## src/pkg/opmode_pkg.sv

```systemverilog
package opmode_pkg;
	typedef enum logic [1:0] {MODE_EXT, MODE_PANEL, MODE_NET, MODE_COMB} mode_e;

	// Register byte offsets
	localparam logic [7:0]  ADDR_SETTINGS    = 8'h00;
	localparam logic [7:0]  ADDR_MODE_REQ    = 8'h04;
	localparam logic [7:0]  ADDR_STATUS      = 8'h08;

	// Field positions
	localparam int unsigned MS_LSB           = 0;
	localparam int unsigned MS_W             = 3;
	localparam int unsigned SM_LSB           = 8;
	localparam int unsigned SM_W             = 4;
	localparam int unsigned EXT_BIT          = 16;
	localparam int unsigned REQ_LSB          = 0;
	localparam int unsigned STAT_MODE_LSB    = 0;
	localparam int unsigned STAT_REFUSED_BIT = 4;
	localparam int unsigned STAT_RUN_BIT     = 8;
	localparam int unsigned STAT_STOP_BIT    = 9;

	// Mode select values
	localparam logic [2:0]  MS_EXT_FIRST     = 3'h0;
	localparam logic [2:0]  MS_PANEL_FIXED   = 3'h1;
	localparam logic [2:0]  MS_EXT_NET       = 3'h2;
	localparam logic [2:0]  MS_COMB1         = 3'h3;
	localparam logic [2:0]  MS_COMB2         = 3'h4;
	localparam logic [2:0]  MS_RUN_SWITCH    = 3'h6;
	localparam logic [2:0]  MS_STOP_GATED    = 3'h7;

	// Startup mode values
	localparam logic [3:0]  SM_AS_SET        = 4'h0;
	localparam logic [3:0]  SM_NET           = 4'h1;
	localparam logic [3:0]  SM_PANEL_NET     = 4'hA;

	// Reset values and the extended-enable level
	localparam logic [2:0]  MS_RESET         = 3'h0;
	localparam logic [3:0]  SM_RESET         = 4'h0;
	localparam logic        EXT_RESET        = 1'h0;
	localparam logic        EXT_ENABLED      = 1'h0;
endpackage : opmode_pkg

```

## src/design/opmode_select.sv

```systemverilog
// The APB slave port and the address map were left to the implementer.
module opmode_select (
	// Clock and reset
	input  wire logic        I_CLK,
	input  wire logic        I_RST,
	// APB slave
	input  wire logic        I_PSEL,
	input  wire logic        I_PENABLE,
	input  wire logic        I_PWRITE,
	input  wire logic [7:0]  I_PADDR,
	input  wire logic [31:0] I_PWDATA,
	output logic      [31:0] O_PRDATA,
	output logic             O_PREADY,
	output logic             O_PSLVERR,
	// Drive status and panel inputs
	input  wire logic        I_MOTOR_RUN,
	input  wire logic        I_OUTPUT_STOP,
	input  wire logic        I_PANEL_KEY,
	input  wire logic        I_PANEL_NET_TOGGLE,
	input  wire logic        I_RESTART,
	// Operation mode
	output logic      [1:0]  O_MODE
);
	logic [2:0]          ms_q;
	logic [2:0]          ms_d;
	logic [3:0]          sm_q;
	logic [3:0]          sm_d;
	logic                ext_q;
	logic                ext_d;
	logic                start_q;
	logic                start_d;
	logic                refused_q;
	logic                refused_d;
	opmode_pkg::mode_e   mode_q;
	opmode_pkg::mode_e   mode_d;
	logic                pready_q;
	logic                pready_d;
	logic                pslverr_q;
	logic                pslverr_d;
	logic [31:0]         prdata_q;
	logic [31:0]         prdata_d;
	logic                access;
	logic                done;
	logic                wr_settings;
	logic                wr_req;
	logic                wr_status;
	logic                mapped;
	logic [31:0]         rdata;
	logic                pn_sel;
	logic                req_valid;
	opmode_pkg::mode_e   req_tgt;
	opmode_pkg::mode_e   key_tgt;
	opmode_pkg::mode_e   start_sel;
	logic                grant;
	logic [2:0]          wr_ms;
	logic [3:0]          wr_sm;

	function automatic opmode_pkg::mode_e start_mode(input logic [2:0] ms, input logic [3:0] sm,
		input logic stop);
		opmode_pkg::mode_e m;
		m = opmode_pkg::MODE_EXT;
		case (ms)
			opmode_pkg::MS_PANEL_FIXED: m = opmode_pkg::MODE_PANEL;
			opmode_pkg::MS_COMB1,
			opmode_pkg::MS_COMB2: m = opmode_pkg::MODE_COMB;
			opmode_pkg::MS_STOP_GATED: m = (sm == opmode_pkg::SM_NET && stop) ? opmode_pkg::MODE_NET
				: opmode_pkg::MODE_EXT;
			// external unless startup asks network; network start
			default: m = (sm == opmode_pkg::SM_AS_SET) ? opmode_pkg::MODE_EXT : opmode_pkg::MODE_NET;
		endcase
		return m;
	endfunction : start_mode

	function automatic logic allowed(input opmode_pkg::mode_e cur, input opmode_pkg::mode_e tgt,
		input logic [2:0] ms, input logic pn, input logic run, input logic stop);
		logic ok;
		logic direct;
		ok = 1'b0;
		direct = (cur != opmode_pkg::MODE_EXT) && (tgt != opmode_pkg::MODE_EXT);
		if (tgt == cur || tgt == opmode_pkg::MODE_COMB || cur == opmode_pkg::MODE_COMB) begin
			ok = 1'b0;
		// select 6 allows switching while running; likewise
		end else if (run && ms != opmode_pkg::MS_RUN_SWITCH) begin
			ok = 1'b0;
		end else if (pn) begin
			ok = (ms != opmode_pkg::MS_EXT_NET) && direct;
		end else begin
			case (ms)
				opmode_pkg::MS_EXT_FIRST,
				opmode_pkg::MS_RUN_SWITCH: ok = !direct;
				opmode_pkg::MS_EXT_NET: ok = (cur != opmode_pkg::MODE_PANEL) && (tgt != opmode_pkg::MODE_PANEL);
				opmode_pkg::MS_STOP_GATED: ok = stop && !direct;
				default: ok = 1'b0;
			endcase
		end
		return ok;
	endfunction : allowed

	// APB decode; slave answers in the second access cycle
	always_comb begin
		access      = I_PSEL && I_PENABLE;
		done        = access && pready_q;
		mapped      = (I_PADDR == opmode_pkg::ADDR_SETTINGS) || (I_PADDR == opmode_pkg::ADDR_MODE_REQ)
			|| (I_PADDR == opmode_pkg::ADDR_STATUS);
		wr_settings = done && I_PWRITE && (I_PADDR == opmode_pkg::ADDR_SETTINGS);
		wr_req      = done && I_PWRITE && (I_PADDR == opmode_pkg::ADDR_MODE_REQ);
		wr_status   = done && I_PWRITE && (I_PADDR == opmode_pkg::ADDR_STATUS);
		wr_ms       = I_PWDATA[opmode_pkg::MS_LSB +: opmode_pkg::MS_W];
		wr_sm       = I_PWDATA[opmode_pkg::SM_LSB +: opmode_pkg::SM_W];
		rdata       = 32'h0;
		case (I_PADDR)
			opmode_pkg::ADDR_SETTINGS: begin
				rdata[opmode_pkg::MS_LSB +: opmode_pkg::MS_W] = ms_q;
				rdata[opmode_pkg::SM_LSB +: opmode_pkg::SM_W] = sm_q;
				rdata[opmode_pkg::EXT_BIT]                    = ext_q;
			end
			opmode_pkg::ADDR_STATUS: begin
				rdata[opmode_pkg::STAT_MODE_LSB +: 2]         = mode_q;
				rdata[opmode_pkg::STAT_REFUSED_BIT]           = refused_q;
				rdata[opmode_pkg::STAT_RUN_BIT]               = I_MOTOR_RUN;
				rdata[opmode_pkg::STAT_STOP_BIT]              = I_OUTPUT_STOP;
			end
			default: rdata = 32'h0;
		endcase
		pready_d  = access && !pready_q;
		pslverr_d = access && !pready_q && !mapped;
		prdata_d  = (access && !pready_q && !I_PWRITE) ? rdata : 32'h0;
	end

	// Settings storage
	always_comb begin
		ms_d  = ms_q;
		sm_d  = sm_q;
		ext_d = ext_q;
		if (wr_settings) begin
			ext_d = I_PWDATA[opmode_pkg::EXT_BIT];
			if (!I_MOTOR_RUN) begin
				if (wr_ms <= opmode_pkg::MS_COMB2 || wr_ms == opmode_pkg::MS_RUN_SWITCH
					|| wr_ms == opmode_pkg::MS_STOP_GATED) begin
					ms_d = wr_ms;
				end
				// locked unless extended enable is zero
				if (ext_q == opmode_pkg::EXT_ENABLED && (wr_sm == opmode_pkg::SM_AS_SET
					|| wr_sm == opmode_pkg::SM_NET || wr_sm == opmode_pkg::SM_PANEL_NET)) begin
					sm_d = wr_sm;
				end
			end
		end
	end

	always_ff @(posedge I_CLK) begin
		if (I_RST) begin
			ms_q  <= opmode_pkg::MS_RESET;
			sm_q  <= opmode_pkg::SM_RESET;
			ext_q <= opmode_pkg::EXT_RESET;
		end else begin
			ms_q  <= ms_d;
			sm_q  <= sm_d;
			ext_q <= ext_d;
		end
	end

	// Mode selection and switching
	always_comb begin
		pn_sel    = (sm_q == opmode_pkg::SM_PANEL_NET) && (ms_q == opmode_pkg::MS_EXT_FIRST
			|| ms_q == opmode_pkg::MS_EXT_NET || ms_q == opmode_pkg::MS_RUN_SWITCH);
		start_sel = start_mode(ms_q, sm_q, I_OUTPUT_STOP);
		key_tgt   = (mode_q == opmode_pkg::MODE_PANEL)
			? (pn_sel ? opmode_pkg::MODE_NET : opmode_pkg::MODE_EXT) : opmode_pkg::MODE_PANEL;
		req_valid = 1'b0;
		req_tgt   = mode_q;
		if (wr_req) begin
			req_valid = 1'b1;
			req_tgt   = opmode_pkg::mode_e'(I_PWDATA[opmode_pkg::REQ_LSB +: 2]);
		end else if (I_PANEL_KEY || (I_PANEL_NET_TOGGLE && pn_sel)) begin
			// key or toggle flips panel and network when pn_sel is set; otherwise key flips panel and external
			req_valid = 1'b1;
			req_tgt   = key_tgt;
		end
		grant     = req_valid && allowed(mode_q, req_tgt, ms_q, pn_sel, I_MOTOR_RUN, I_OUTPUT_STOP);
		start_d   = I_RESTART;
		mode_d    = mode_q;
		refused_d = refused_q;
		if (wr_status && I_PWDATA[opmode_pkg::STAT_REFUSED_BIT]) begin
			refused_d = 1'b0;
		end
		if (start_q) begin
			// same decision after every reset; evaluated again the cycle after each I_RESTART pulse
			mode_d = start_sel;
		end else if (ms_q == opmode_pkg::MS_STOP_GATED && !I_OUTPUT_STOP) begin
			mode_d = opmode_pkg::MODE_EXT;
		end else if (grant) begin
			mode_d = req_tgt;
		end else if (req_valid) begin
			// Set wins over a clear in the same cycle
			refused_d = 1'b1;
		end
	end

	always_ff @(posedge I_CLK) begin
		if (I_RST) begin
			start_q   <= 1'b1;
			mode_q    <= opmode_pkg::MODE_EXT;
			refused_q <= 1'b0;
			pready_q  <= 1'b0;
			pslverr_q <= 1'b0;
			prdata_q  <= 32'h0;
		end else begin
			start_q   <= start_d;
			mode_q    <= mode_d;
			refused_q <= refused_d;
			pready_q  <= pready_d;
			pslverr_q <= pslverr_d;
			prdata_q  <= prdata_d;
		end
	end

	always_comb begin
		O_PRDATA  = prdata_q;
		O_PREADY  = pready_q;
		O_PSLVERR = pslverr_q;
		O_MODE    = mode_q;
	end

	AST_STARTUP_MODE: assert property (@(posedge I_CLK) disable iff (I_RST)
		start_q |=> mode_q == $past(start_sel))
		else $error("startup mode differs from settings");

	AST_PANEL_FIXED: assert property (@(posedge I_CLK) disable iff (I_RST)
		(!start_q && ms_q == opmode_pkg::MS_PANEL_FIXED && mode_q == opmode_pkg::MODE_PANEL)
		|=> mode_q == opmode_pkg::MODE_PANEL)
		else $error("panel mode left while fixed");

	AST_COMB_HOLD: assert property (@(posedge I_CLK) disable iff (I_RST)
		(!start_q && mode_q == opmode_pkg::MODE_COMB && ms_q != opmode_pkg::MS_STOP_GATED)
		|=> mode_q == opmode_pkg::MODE_COMB)
		else $error("combined mode left");

	AST_NO_PANEL_EXTNET: assert property (@(posedge I_CLK) disable iff (I_RST)
		(!start_q && ms_q == opmode_pkg::MS_EXT_NET && mode_q != opmode_pkg::MODE_PANEL)
		|=> mode_q != opmode_pkg::MODE_PANEL)
		else $error("panel entered under select 2");

	AST_STOP_FORCE: assert property (@(posedge I_CLK) disable iff (I_RST)
		(!start_q && ms_q == opmode_pkg::MS_STOP_GATED && !I_OUTPUT_STOP)
		|=> mode_q == opmode_pkg::MODE_EXT)
		else $error("external mode not forced");

	AST_NO_DIRECT: assert property (@(posedge I_CLK) disable iff (I_RST)
		(!start_q && !pn_sel && mode_q != opmode_pkg::MODE_EXT)
		|=> (mode_q == $past(mode_q) || mode_q == opmode_pkg::MODE_EXT))
		else $error("direct panel-network switch");

	AST_TOGGLE_SWITCH: assert property (@(posedge I_CLK) disable iff (I_RST)
		(!start_q && pn_sel && ms_q != opmode_pkg::MS_EXT_NET && !wr_req && I_PANEL_NET_TOGGLE
		&& (!I_MOTOR_RUN || ms_q == opmode_pkg::MS_RUN_SWITCH) && mode_q == opmode_pkg::MODE_PANEL)
		|=> mode_q == opmode_pkg::MODE_NET)
		else $error("toggle did not switch to network");

	AST_NET_FIXED: assert property (@(posedge I_CLK) disable iff (I_RST)
		(!start_q && sm_q == opmode_pkg::SM_PANEL_NET && ms_q == opmode_pkg::MS_EXT_NET)
		|=> mode_q == $past(mode_q))
		else $error("mode changed under fixed network");

	AST_SM_LOCK: assert property (@(posedge I_CLK) disable iff (I_RST)
		(wr_settings && ext_q != opmode_pkg::EXT_ENABLED) |=> sm_q == $past(sm_q))
		else $error("startup setting written while locked");

	AST_STOPPED_ONLY: assert property (@(posedge I_CLK) disable iff (I_RST)
		(wr_settings && I_MOTOR_RUN) |=> (ms_q == $past(ms_q) && sm_q == $past(sm_q)))
		else $error("settings written while running");
endmodule : opmode_select

```

## config.mk

```make
export PLATFORM = sky130hd
export DESIGN_NAME = opmode_select
export DESIGN_NICKNAME = d
export VERILOG_FILES = /design/src/pkg/opmode_pkg.sv /design/src/design/opmode_select.sv
export SDC_FILE = /design/constraint.sdc
export NUM_CORES = 1
export LEC_CHECK = 0
export ABC_CLOCK_PERIOD_IN_PS = 2400
export BUFFER_PORTS_ARGS = -buffer_cell sky130_fd_sc_hd__buf_2
export CELL_PAD_IN_SITES_DETAIL_PLACEMENT = 1
export CELL_PAD_IN_SITES_GLOBAL_PLACEMENT = 1
export CORE_UTILIZATION = 27
export CTS_BUF_LIST = sky130_fd_sc_hd__clkbuf_16
export CTS_CLUSTER_DIAMETER = 100
export DETAILED_ROUTE_END_ITERATION = 10
export HOLD_SLACK_MARGIN = 0.03
export PLACE_DENSITY_LB_ADDON = 0.3
export SLEW_MARGIN = 40
export SYNTH_ARGS = -nofsm -noshare
export SYNTH_HDL_FRONTEND = slang
export SYNTH_SLANG_ARGS = --single-unit
```

## constraint.sdc

```tcl
create_clock -name I_CLK -period 2.4 [get_ports I_CLK]
set_input_delay 0 -clock I_CLK [delete_from_list [all_inputs] [get_ports I_CLK]]
set_output_delay 0 -clock I_CLK [all_outputs]
set_load 0.05 [all_outputs]
```

# Word-level counts from Yosys, hierarchy flattened
# Index checks and enable logic that the tools add are counted.
[word_totals]
wordCells = 114
register_bits = 46
out_inout_bits = 36
[classes]
n_mux = 23
bitwise = 5
n_reduce_logical = 51
order_cmp = 1
n_eq_ne = 22
[ops]
columns = ["op", "count"]
rows = [
  ["logical AND 1 bit", 21],
  ["2-to-1 mux 2 bit", 9],
  ["equality test 3 bit, second input constant", 5],
  ["logical OR 1 bit", 11],
  ["2-to-1 mux 1 bit", 10],
  ["equality test 4 x 1 -> 1 bit, second input constant", 2],
  ["equality test 4 bit, second input constant", 2],
  ["equality test 8 x 3 -> 1 bit, second input constant", 1],
  ["equality test 8 x 4 -> 1 bit, second input constant", 1],
  ["zero test 4 bit", 2],
  ["zero test 8 bit", 1],
  ["one-hot mux 2 bit (2 select lines)", 2],
  ["equality test 3 x 2 -> 1 bit, second input constant", 2],
  ["one-hot mux 2 bit (3 select lines)", 1],
  ["AND reduction 3 bit", 2],
  ["OR reduction 2 bit", 3],
  ["OR reduction 3 bit", 2],
  ["zero test 1 bit", 5],
  ["inverter 1 bit", 5],
  ["equality test 2 bit, second input constant", 2],
  ["inequality test 2 x 1 -> 1 bit, second input constant", 2],
  ["nonzero test 2 bit", 2],
  ["equality test 3 x 1 -> 1 bit, second input constant", 1],
  ["<= comparator 3 bit, second input constant", 1],
  ["other kinds (7)", 7],
]

# Logic depth before layout (Yosys ltp)
# Gate-level depths: netlist of the first run.
[depth]
depth_word = 20
mapped_depth = 8

# Worst setup path after synthesis of the first run
# OpenSTA, ideal clock, no wires.
[synth_path]
path_type = "register to register"
from = "register mode_q[0] (netlist: O_MODE[0])"
to = "register mode_q[0] (netlist: O_MODE[0])"
t_required_ps = 2277
arrival_time_ps = 2441
path_slack_ps = -164
period_less_slack_ps = 2564
path_stages_with_launch = 9
cell_sequence = "dfxtp_1 -> clkdlybuf4s15_1 -> or2b_2 -> a21oi_1 -> a221oi_2 -> o221ai_2 -> o221ai_1 -> a31oi_2 -> mux2_1"
[synth_via]
elab_chain_cells = 14
word_cells_on_any_way = 27
cone_classes = "eq/ne: 6; mux: 10; reduce/logical: 11"
[synth_rtl]
columns = ["item", "line_no", "source"]
rows = [
  ["start, declared", "opmode_select.sv:34", "opmode_pkg::mode_e mode_q;"],
  ["start signal, assigned", "opmode_select.sv:203", "mode_q <= opmode_pkg::MODE_EXT;"],
  ["start signal, assigned", "opmode_select.sv:210", "mode_q <= mode_d;"],
  ["equality test 2 x 1 -> 1 bit", "opmode_select.sv:168", "key_tgt = (mode_q == opmode_pkg::MODE_PANEL)"],
  ["2-to-1 mux 2 bit", "opmode_select.sv:169", "? (pn_sel ? opmode_pkg::MODE_NET : opmode_pkg::MODE_EXT) : opmode_pkg::MODE_PANEL;"],
  ["2-to-1 mux 2 bit", "opmode_select.sv:175", "end else if (I_PANEL_KEY || (I_PANEL_NET_TOGGLE && pn_sel)) begin"],
  ["2-to-1 mux 2 bit", "opmode_select.sv:172", "if (wr_req) begin"],
  ["nonzero test 2 bit", "opmode_select.sv:79", "direct = (cur != opmode_pkg::MODE_EXT) && (tgt != opmode_pkg::MODE_EXT);"],
  ["logical AND 1 bit", "opmode_select.sv:79", ""],
  ["zero test 1 bit", "opmode_select.sv:90, opmode_select.sv:92", ""],
  ["logical AND 1 bit", "opmode_select.sv:92", "opmode_pkg::MS_STOP_GATED: ok = stop && !direct;"],
  ["one-hot mux 1 bit (3 select lines)", "opmode_select.sv:88", "case (ms)"],
  ["2-to-1 mux 1 bit", "opmode_select.sv:85", "end else if (pn) begin"],
  ["2-to-1 mux 1 bit", "opmode_select.sv:83", "end else if (run && ms != opmode_pkg::MS_RUN_SWITCH) begin"],
  ["2-to-1 mux 1 bit", "opmode_select.sv:80", "if (tgt == cur || tgt == opmode_pkg::MODE_COMB || cur == opmode_pkg::MODE_COMB) begin"],
  ["logical AND 1 bit", "opmode_select.sv:180", "grant = req_valid && allowed(mode_q, req_tgt, ms_q, pn_sel, I_MOTOR_RUN, I_OUTPUT_STOP);"],
  ["nonzero test 3 bit (no line)", "n/a", ""],
]
# Several ways; a longest one is shown, not always the timed one. The select of a mux whose other input is x is not followed.
# A chain may end at the register's enable or synchronous reset.

# Worst setup path in the final report of the first run
[layout_path]
from = "register sm_q[2]"
to = "register mode_q[1] (netlist: O_MODE[1])"
[layout_via]
elab_chain_cells = 16
word_cells_on_any_way = 36
cone_classes = "eq/ne: 5; mux: 16; reduce/logical: 15"
[layout_rtl]
columns = ["item", "line_no", "source"]
rows = [
  ["start, declared", "opmode_select.sv:26", "logic [3:0] sm_q;"],
  ["start signal, assigned", "opmode_select.sv:154", "sm_q <= opmode_pkg::SM_RESET;"],
  ["start signal, assigned", "opmode_select.sv:158", "sm_q <= sm_d;"],
  ["equality test 4 bit", "opmode_select.sv:165", "pn_sel = (sm_q == opmode_pkg::SM_PANEL_NET) && (ms_q == opmode_pkg::MS_EXT_FIRST"],
  ["logical AND 1 bit", "opmode_select.sv:165", ""],
  ["2-to-1 mux 2 bit / logical AND 1 bit (equally long branches)", "opmode_select.sv:169, opmode_select.sv:175", ""],
  ["2-to-1 mux 2 bit / logical OR 1 bit (equally long branches)", "opmode_select.sv:169, opmode_select.sv:175", ""],
  ["2-to-1 mux 2 bit", "opmode_select.sv:175", ""],
  ["2-to-1 mux 2 bit", "opmode_select.sv:172", ""],
  ["nonzero test 2 bit", "opmode_select.sv:79", ""],
  ["logical AND 1 bit", "opmode_select.sv:79", ""],
  ["zero test 1 bit", "opmode_select.sv:90, opmode_select.sv:92", ""],
  ["logical AND 1 bit", "opmode_select.sv:92", ""],
  ["one-hot mux 1 bit (3 select lines)", "opmode_select.sv:88", ""],
  ["2-to-1 mux 1 bit", "opmode_select.sv:85", ""],
  ["2-to-1 mux 1 bit", "opmode_select.sv:83", ""],
  ["2-to-1 mux 1 bit", "opmode_select.sv:80", ""],
  ["logical AND 1 bit", "opmode_select.sv:180", ""],
  ["nonzero test 3 bit (no line)", "n/a", ""],
]
# Several ways; a longest one is shown, not always the timed one. The select of a mux whose other input is x is not followed.

==> results.md, run 1 <==
- CTS tree: yes
- Int Power: 653 uW
- Via-to-Cell Ratio: 4.57
- Prevailing post-synth register cell: dfxtp_1
- Post-Synth Adder-Cell Area: 0%
- Max-Cap Viols: 0
- Clk Latency, worst-skew pair: 0.26 ns
- Area growth from synthesis to layout: 28.0%
- Compound-Gate Fraction of Synth Area: 16.0%
- Synth warnings: 0
- I/O Pins: 86
- Post-route ant nets: 0
- Post-synthesis mux area share: 9.23%
- Initial core utilization: 28.2%
- Fin crit share: 100%
- Area leader, netlist: dfxtp_1
- RSZ-0062 raised after global routing: yes
- Synthesized area: 1450 um^2
- Routed vias: 1,340
- Largest net degree at the start of global routing: 15
- Pins over their slew limit: 0
- Final min period: 2.40 ns
- Combinational power share: 18.1%
- Top cell type's share of synthesized area: 31.8%
- Root buf cell: clkbuf_16
- Final worst setup slack: 0.000690 ns
- Clock tree buffer depth: 2
- Layout cells sized above 1: 35.0%
- CORE AREA: 5140 um^2
- Iteration-0 DRC Markers: 54
- First-pass GRT wire length: 5710 um
- Clk pin slew, worst setup/hold paths: 0.06 ns
- R2r startpoint: sm_q[2]
- Pwr dens: 503 nW/um^2
- Gpl congestion: 0.768
- Worst setup path class: register to register
- Final setup vio count: 0
- Detailed placement HPWL: 2980 um
- Switching share of power: 30.0%
- Vias in the first global route: 1,249
- H-Tree Depth: 1
- Crit path to: O_MODE[1]
- Die Area: 5670 um^2
- Commonest non-fill, non-tap cell in the layout: buf_2
- FMAX: 0.417 GHz
- Number of synthesized register bits: 23
- Cell count of the worst reg-to-reg path: 7
- Synth Area in Simple Gates: 25.5%
- Die W: 75.3 um
- Largest family of logic cells by synthesized area: simple AND/OR/NAND/NOR gates
- Hold WC Path Type: input port to register
- Commonest non-fill, non-tap cells in the layout: buf_2, nor2_1, conb_1
- Worst-path fanout max: 3
- Sw power: 280 uW
- Post-synth ARST share: 0%
- Critical path required time: 2.55 ns
- Final hold vios: 0
- Diode count: 0
- CTS sink count: 23
- Top post-synthesis cells by area: dfxtp_1, buf_4, mux2i_1, nor2_1, a21oi_1
- Distinct cells, synth: 51
- Critical path launch point type: register
- Max VDD drop: 230 uV
- Pre-CTS setup slack: -0.0628 ns
- Power share of the sequential group: 41.7%
- Post-synth EDFFs: 0
- IO buf count: 39
- Total CTS buffers: 3
- Worst r2r dst: O_MODE[1]
- Register area share after synthesis: 31.8%
- Routed len/inst: 13.2 um
- Routed wire length: 3850 um
- Average size of a mapped cell: 8.63 um^2
- Synth Area in XOR/XNOR: 0%
- CP Launch Point: sm_q[2]
- Layout filler cell count: 677
- Overflow after GRT: 0
- Reg2Reg Setup Slack: 0.0007 ns
- Initial antenna violation count: 0
- Outcome: complete, no violations
- Setup skew after layout: 0.000981 ns
- Global Route Usage Sum: 13.7%
- Leakage: 0.845 nW
- Cell Rows: 26
- Die height: 75.3 um
- Net count, final: 274
- Crit. End Element: register
- Crit path DAT: 2.55 ns
- Synth Instances: 168
- Drt drc: 0
- Setup tns final: 0 ns
- DRT Pass-1 Iters: 4
- Proportion of power drawn by the clock network: 40.2%
metrics by stage:
stage	hold slack [ns]	cell area [um^2]	util [%]	instances	total power, mW
floorplan	0.104	1540	-	190	0.549
global placement	0.185	1690	32.9	282	0.558
detailed placement	0.192	1690	32.9	282	0.560
CTS	0.0368	1830	35.6	292	0.936
global route	0.0780	1860	36.1	293	0.970
finish	0.0389	1860	36.1	293	0.933
kinds of logic after synthesis:
family	count (synthesis)
simple gates	65
buf+inv	37
compound gates	29
flops	23
mux	13
other cells	1
worst max-delay path, stage by stage (launching register included):
cell	delay, ns
dfxtp_2	0.33
nand4bb_4	0.22
o41a_1	0.43
a221oi_2	0.34
o221ai_2	0.15
a311o_1	0.29
a31oi_2	0.18
mux2_1	0.34
cells in the mapped netlist, types with 3 or more instances:
cell type / instances
mux2i_1: 10
nand2_1: 7
nor2_1: 23
dfxtp_1: 23
clkbuf_1: 3
nor4_1: 3
inv_1: 7
nor3_1: 3
o221ai_1: 3
buf_4: 23
or3_1: 3
and2_1: 4
o21ai_0: 4
a21oi_1: 6
a22oi_1: 3
sequential cells by signal, summed over array words and instances, names as in the netlist:
signal	cells
O_MODE	2
O_PRDATA	9
O_PREADY	1
O_PSLVERR	1
ext_q	1
ms_q	3
refused_q	1
sm_q	4
start_q	1
worst min-delay path by stage:
stage	slack (ns)	end	cells past startpoint	from
floorplan	0.10	start_q	1	I_RESTART
finish	0.04	O_PRDATA[8]	3	I_MOTOR_RUN
CTS	0.04	O_PSLVERR	3	I_PADDR[0]
detailed placement	0.19	start_q	2	I_RESTART
global placement	0.19	start_q	2	I_RESTART
global route	0.08	O_PSLVERR	3	I_PADDR[0]
repair_timing:
action                                  4_1_cts  5_1_grt
pin swaps                                     2        5
hold buffers                                  5        0
endpoints found under the hold margin         5        0
buffers inserted                              1        1
endpoints found under the setup margin        2        2
gates resized for setup                       0        3
per-layer routing:
layer  up-vias  part of all wire [%]  track usage, %
met3         4                   4.1            1.61
met4         0                   1.2            5.56
li1        665                     -               -
met2        40                    50            25.0
met1       631                    44            16.2
met5         -                     0               0
final cells by class:
| type | count | area [um^2] | area share (%) |
|---|---|---|---|
| flip-flops and latches | 23 | 465 | 25.1 |
| repair buffers | 59 | 358 | 19.3 |
| inverters | 7 | 26.3 | 1.42 |
| clock buffers | 3 | 75.1 | 4.05 |
| clock inverters | 1 | 5.00 | 0.270 |
| multi-input cells | 130 | 838 | 45.2 |
| well taps | 70 | 87.6 | 4.72 |
power by group through the flow:
stage | logic (mW) | registers, mW | clock network, mW
after floorplan | 0.147 | 0.402 | 0
after global placement | 0.161 | 0.397 | 0
after detailed placement | 0.162 | 0.397 | 0
after CTS | 0.169 | 0.389 | 0.379
after global routing | 0.181 | 0.389 | 0.401
final | 0.169 | 0.389 | 0.375
Power figures use the tool's default switching activity.
==> inputs of run 2 (changes only) <==
--- a/config.mk
+++ b/config.mk
@@ -14,7 +14,7 @@
 export CTS_CLUSTER_DIAMETER = 100
 export DETAILED_ROUTE_END_ITERATION = 10
 export HOLD_SLACK_MARGIN = 0.03
-export PLACE_DENSITY_LB_ADDON = 0.3
+export PLACE_DENSITY = 0.79
 export SLEW_MARGIN = 40
 export SYNTH_ARGS = -nofsm -noshare
 export SYNTH_HDL_FRONTEND = slang
==> constraint.sdc (replaced) <==
create_clock -name I_CLK -period 2.4 [get_ports I_CLK]
set_input_delay 0 -clock I_CLK [delete_from_list [all_inputs] [get_ports I_CLK]]
set_output_delay 0 -clock I_CLK [all_outputs]
set_load 0.1 [all_outputs]
==> run 2 against run 1 <==
Compared with the run above: clock skew grew 0.00061 ns; clock power fell by 2%; critical path depth up 1; die area is the same; cell count fell by 1.7%; via count is 2.1% lower; power increased by 8.2%.
==> results.md, run 2 (synthesized netlist as in run 1, its figures left out) <==
- Outcome: complete, no violations
- Max reg flops: 9
- Clk Latency, worst-skew pair: 0.26 ns
- Worst setup path class: register to register
- Largest net degree at the start of global routing: 15
- Pre-CTS setup slack: -0.0437 ns
- Post-route ant nets: 0
- Commonest non-fill, non-tap cell in the layout: buf_2
- Pins over their slew limit: 0
- Crit. End Element: register
- Slew of the pin with the lowest slew margin: 0.628 ns
- Layout cells sized above 1: 34.4%
- Final min period: 2.37 ns
- Die W: 75.3 um
- Via-to-Cell Ratio: 4.56
- Final instance area: 1830 um^2
- Hold path cells: 3
- Routed len/inst: 13.0 um
- Setup skew after layout: 0.00159 ns
- HP Start: I_PADDR[0]
- Fin crit share: 98.7%
- CP Launch Point: sm_q[0]
- RSZ-0062 raised after global routing: yes
- Critical path launch point type: register
- Final worst setup slack: 0.0309 ns
- Max-Cap Viols: 0
- Overflow after GRT: 0
- Slew Limit Headroom: 57.7%
- I/O Pins: 86
- Critical path required time: 2.54 ns
- Routed wire length: 3760 um
- Detailed placement HPWL: 2880 um
- Max VDD drop: 211 uV
- First-pass GRT wire length: 5750 um
- Commonest non-fill, non-tap cells in the layout: buf_2, nor2_1, conb_1
- Cell count of the worst reg-to-reg path: 8
- Worst-path fanout max: 3
- Cell Rows: 26
- Initial antenna violation count: 0
- Root buf cell: clkbuf_16
- Drt drc: 0
- Final hold vios: 0
- DRT Pass-1 Iters: 4
- Gpl congestion: 0.831
- FMAX: 0.422 GHz
- Final setup vio count: 0
- Global Route Usage Sum: 13.9%
- H-Tree Depth: 1
- Total Power: 1.01 mW
- Initial core utilization: 28.2%
- Iteration-0 DRC Markers: 85
- Clk pin slew, worst setup/hold paths: 0.06 ns
- Total CTS buffers: 3
- Die Area: 5670 um^2
- Pwr dens: 551 nW/um^2
- IO buf count: 39
- Hold WC Path Type: input port to register
- Routed vias: 1,312
- Leakage: 0.823 nW
- Placed Area: 1680 um^2
- Net count, final: 269
- Clock tree buffer depth: 2
- R2r startpoint: sm_q[0]
- Diode count: 0
- Area growth from synthesis to layout: 26.4%
- Die height: 75.3 um
- Vias in the first global route: 1,192
- Crit path DAT: 2.51 ns
- CTS sink count: 23
- Layout filler cell count: 646
- CORE AREA: 5140 um^2
- CTS tree: yes
run 2: changes by cell type in the layout (fill, tap and decap cells not counted), sizes merged:
cell / change
buf: -4
dlygate4sd3: -1
run 2: final cells by class:
class                           instances  area, um^2  share of cell area, %
Multi-Input combinational cell        130         851                   46.4
Clock inverter                          1        5.00                  0.273
Sequential cell                        23         470                   25.7
Timing Repair Buffer                   54         318                   17.3
Tap cell                               70        87.6                   4.78
Inverter                                7        26.3                   1.43
Clock buffer                            3        75.1                   4.10
run 2: what timing repair did:
action,CTS,global route
endpoints found under the setup margin,2,2
hold buffers,4,0
endpoints found under the hold margin,4,0
pin swaps,1,5
gates resized for setup,2,3
buffers inserted,0,0
run 2: power by group:
| part | internal [mW] | switching, mW |
|---|---|---|
| registers | 0.383 | 0.00375 |
| clock network | 0.224 | 0.142 |
| logic | 0.0430 | 0.213 |
run 2: stage by stage:
| stage | std cells | setup TNS (ns) | hold WS, ns | utilization [%] |
|---|---|---|---|---|
| 4_1_cts | 288 | 0 | 0.0307 | 35.2 |
| 2_1_floorplan | 190 | 0 | 0.104 | - |
| 3_3_place_gp | 280 | 0 | 0.184 | 32.7 |
| 6_report | 288 | 0 | 0.0379 | 35.7 |
| 5_1_grt | 288 | -0.0735 | 0.0557 | 35.7 |
| 3_5_place_dp | 280 | -0.0768 | 0.191 | 32.7 |
run 2: worst paths after layout:
kind / end / slack (ns)
setup / recovery: O_MODE[1] / 0.03
hold / removal: O_PSLVERR / 0.04
hold reg to reg: O_PRDATA[4] / 0.45
setup reg to reg: O_MODE[1] / 0.03
run 2: worst max-delay path, stage by stage, from the launching register on:
cell	delay, ns
dfxtp_1	0.31
nand4bb_4	0.22
o41a_1	0.41
buf_4	0.16
mux2i_4	0.18
o221ai_2	0.21
o221ai_1	0.21
a31oi_2	0.20
mux2_1	0.34
run 2: routing by layer:
layer / wire, um / GRT usage, % / vias up
met5: 0 / 0 / -
met4: 115 / 7.41 / 0
met3: 140 / 2.14 / 6
met2: 1860 / 24.6 / 38
met1: 1640 / 16.1 / 612
li1: - / - / 656
==> inputs of run 3 (changes only) <==
--- a/config.mk
+++ b/config.mk
@@ -7,9 +7,7 @@
 export LEC_CHECK = 0
 export ABC_CLOCK_PERIOD_IN_PS = 2400
 export BUFFER_PORTS_ARGS = -buffer_cell sky130_fd_sc_hd__buf_2
-export CELL_PAD_IN_SITES_DETAIL_PLACEMENT = 1
-export CELL_PAD_IN_SITES_GLOBAL_PLACEMENT = 1
-export CORE_UTILIZATION = 27
+export CORE_UTILIZATION = 39
 export CTS_BUF_LIST = sky130_fd_sc_hd__clkbuf_16
 export CTS_CLUSTER_DIAMETER = 100
 export DETAILED_ROUTE_END_ITERATION = 10
==> run 3 against run 2 <==
Compared with the run above: the run now ends with setup timing left; via count grew 1.2%; register-to-register slack lost 0.07 ns; non-clock buffer count shrank 1; sequential power is essentially flat; power is essentially flat; utilization grew 16 points; critical endpoint unchanged; largest power group unchanged.
==> results.md, run 3 (synthesized netlist as in run 1, its figures left out) <==
- Final min period: 2.44 ns
- Initial core utilization: 42.1%
- Crit path DAT: 2.59 ns
- CTS sink count: 23
- Fin crit share: 102%
- Die W: 63.0 um
- Outcome: complete, but fails checks
- Initial antenna violation count: 0
- Routed len/inst: 12.3 um
- IO buf count: 39
- Total Power: 1.01 mW
- Pwr dens: 565 nW/um^2
- Overflow after GRT: 0
- Die height: 63.0 um
- Root buf cell: clkbuf_16
- Net count, final: 268
- First-pass GRT wire length: 5180 um
- Critical path required time: 2.55 ns
- Gpl congestion: 0.920
- Failing checks: setup timing
- Global Route Usage Sum: 16.6%
- Die Area: 3970 um^2
- Slew Limit Headroom: 63.4%
- Largest net degree at the start of global routing: 15
- Area growth from synthesis to layout: 23.3%
- Placed insts: 253
- Post-Route Utilization: 51.9%
- Slew of the pin with the lowest slew margin: 0.544 ns
- H-Tree Depth: 1
- Hold WC Path Type: input port to register
- Final hold vios: 0
- Final worst setup slack: -0.0429 ns
- Crit. End Element: register
- Setup tns final: -0.0796 ns
- Commonest non-fill, non-tap cells in the layout: buf_2, nor2_1, conb_1
- CORE AREA: 3440 um^2
- Setup skew after layout: 0.00532 ns
- Max VDD drop: 253 uV
- Fin cells: 263
- Pins over their slew limit: 0
- Detailed placement HPWL: 2370 um
- Via-to-Cell Ratio: 5.05
- Clk pin slew, worst setup/hold paths: 0.06 ns
- Iteration-0 DRC Markers: 81
- Routed vias: 1,328
- Cell Rows: 21
- Critical path launch point type: register
- Total CTS buffers: 3
- Drt drc: 0
- Vias in the first global route: 1,164
- DRT Pass-1 Iters: 4
- Final setup vio count: 2
- Commonest non-fill, non-tap cell in the layout: buf_2
- RSZ-0062 raised after global routing: yes
- I/O Pins: 86
- FMAX: 0.409 GHz
- Layout filler cell count: 325
- Max reg flops: 9
- Routed wire length: 3240 um
- Max-Cap Viols: 0
- Worst-path fanout max: 3
- Clk Latency, worst-skew pair: 0.26 ns
- Worst setup path class: register to register
- Post-route ant nets: 0
- CTS tree: yes
- Clock tree buffer depth: 2
- Leakage: 0.817 nW
- Layout cells sized above 1: 33.6%
- Diode count: 0
-- run 3: critical path, cell delays in order (launching register included) --
cell       delay, ns
dfxtp_1         0.31
nand4bb_1       0.21
o41a_1          0.43
a221oi_2        0.37
o221ai_2        0.17
o221ai_1        0.37
a31oi_4         0.16
mux2_4          0.32
-- run 3: final timing paths --
path                                  from           to  slack, ns  cells after the start
worst max register to register     sm_q[0]    O_MODE[1]      -0.04                      7
worst min-delay path            I_PADDR[0]    O_PSLVERR       0.03                      3
worst max-delay path               sm_q[0]    O_MODE[1]      -0.04                      7
worst min register to register   refused_q  O_PRDATA[4]       0.45                      2
-- run 3: stage by stage --
stage	setup slack [ns]	instance area, um^2	hold slack [ns]
floorplan	0.00310	1540	0.104
global placement	0.0284	1630	0.183
detailed placement	-0.0333	1630	0.185
CTS	0.0422	1760	0.0374
global route	-0.169	1790	0.0788
finish	-0.0429	1790	0.0340
-- run 3: repair_timing --
item	in CTS	in global routing
gates resized for setup	1	4
hold buffers	5	0
gates cloned	0	0
pin swaps	2	4
setup endpoints to repair	2	2
endpoints found under the hold margin	5	0
buffers inserted	0	1
-- run 3: final cells by class --
class,instances,area (um^2),share of cell area (%)
clock inverter,1,5.00,0.280
inverter,7,26.3,1.47
timing repair buffer,53,313,17.5
sequential,23,469,26.2
multi-input combinational,130,842,47.1
clock buffer,3,75.1,4.20
tap,46,57.6,3.22
-- run 3: where the power goes --
group,internal [mW],switching [mW]
Sequential,0.383,0.00327
Clock,0.224,0.143
Combinational,0.0429,0.212
-- run 3: layer usage --
metal | part of all wire, % | track usage [%] | wire [um]
met5 | 0 | 0 | 0
met4 | 1.4 | 9.01 | 46
met3 | 7.0 | 3.28 | 227
met2 | 49 | 28.6 | 1600
met1 | 42 | 18.8 | 1370
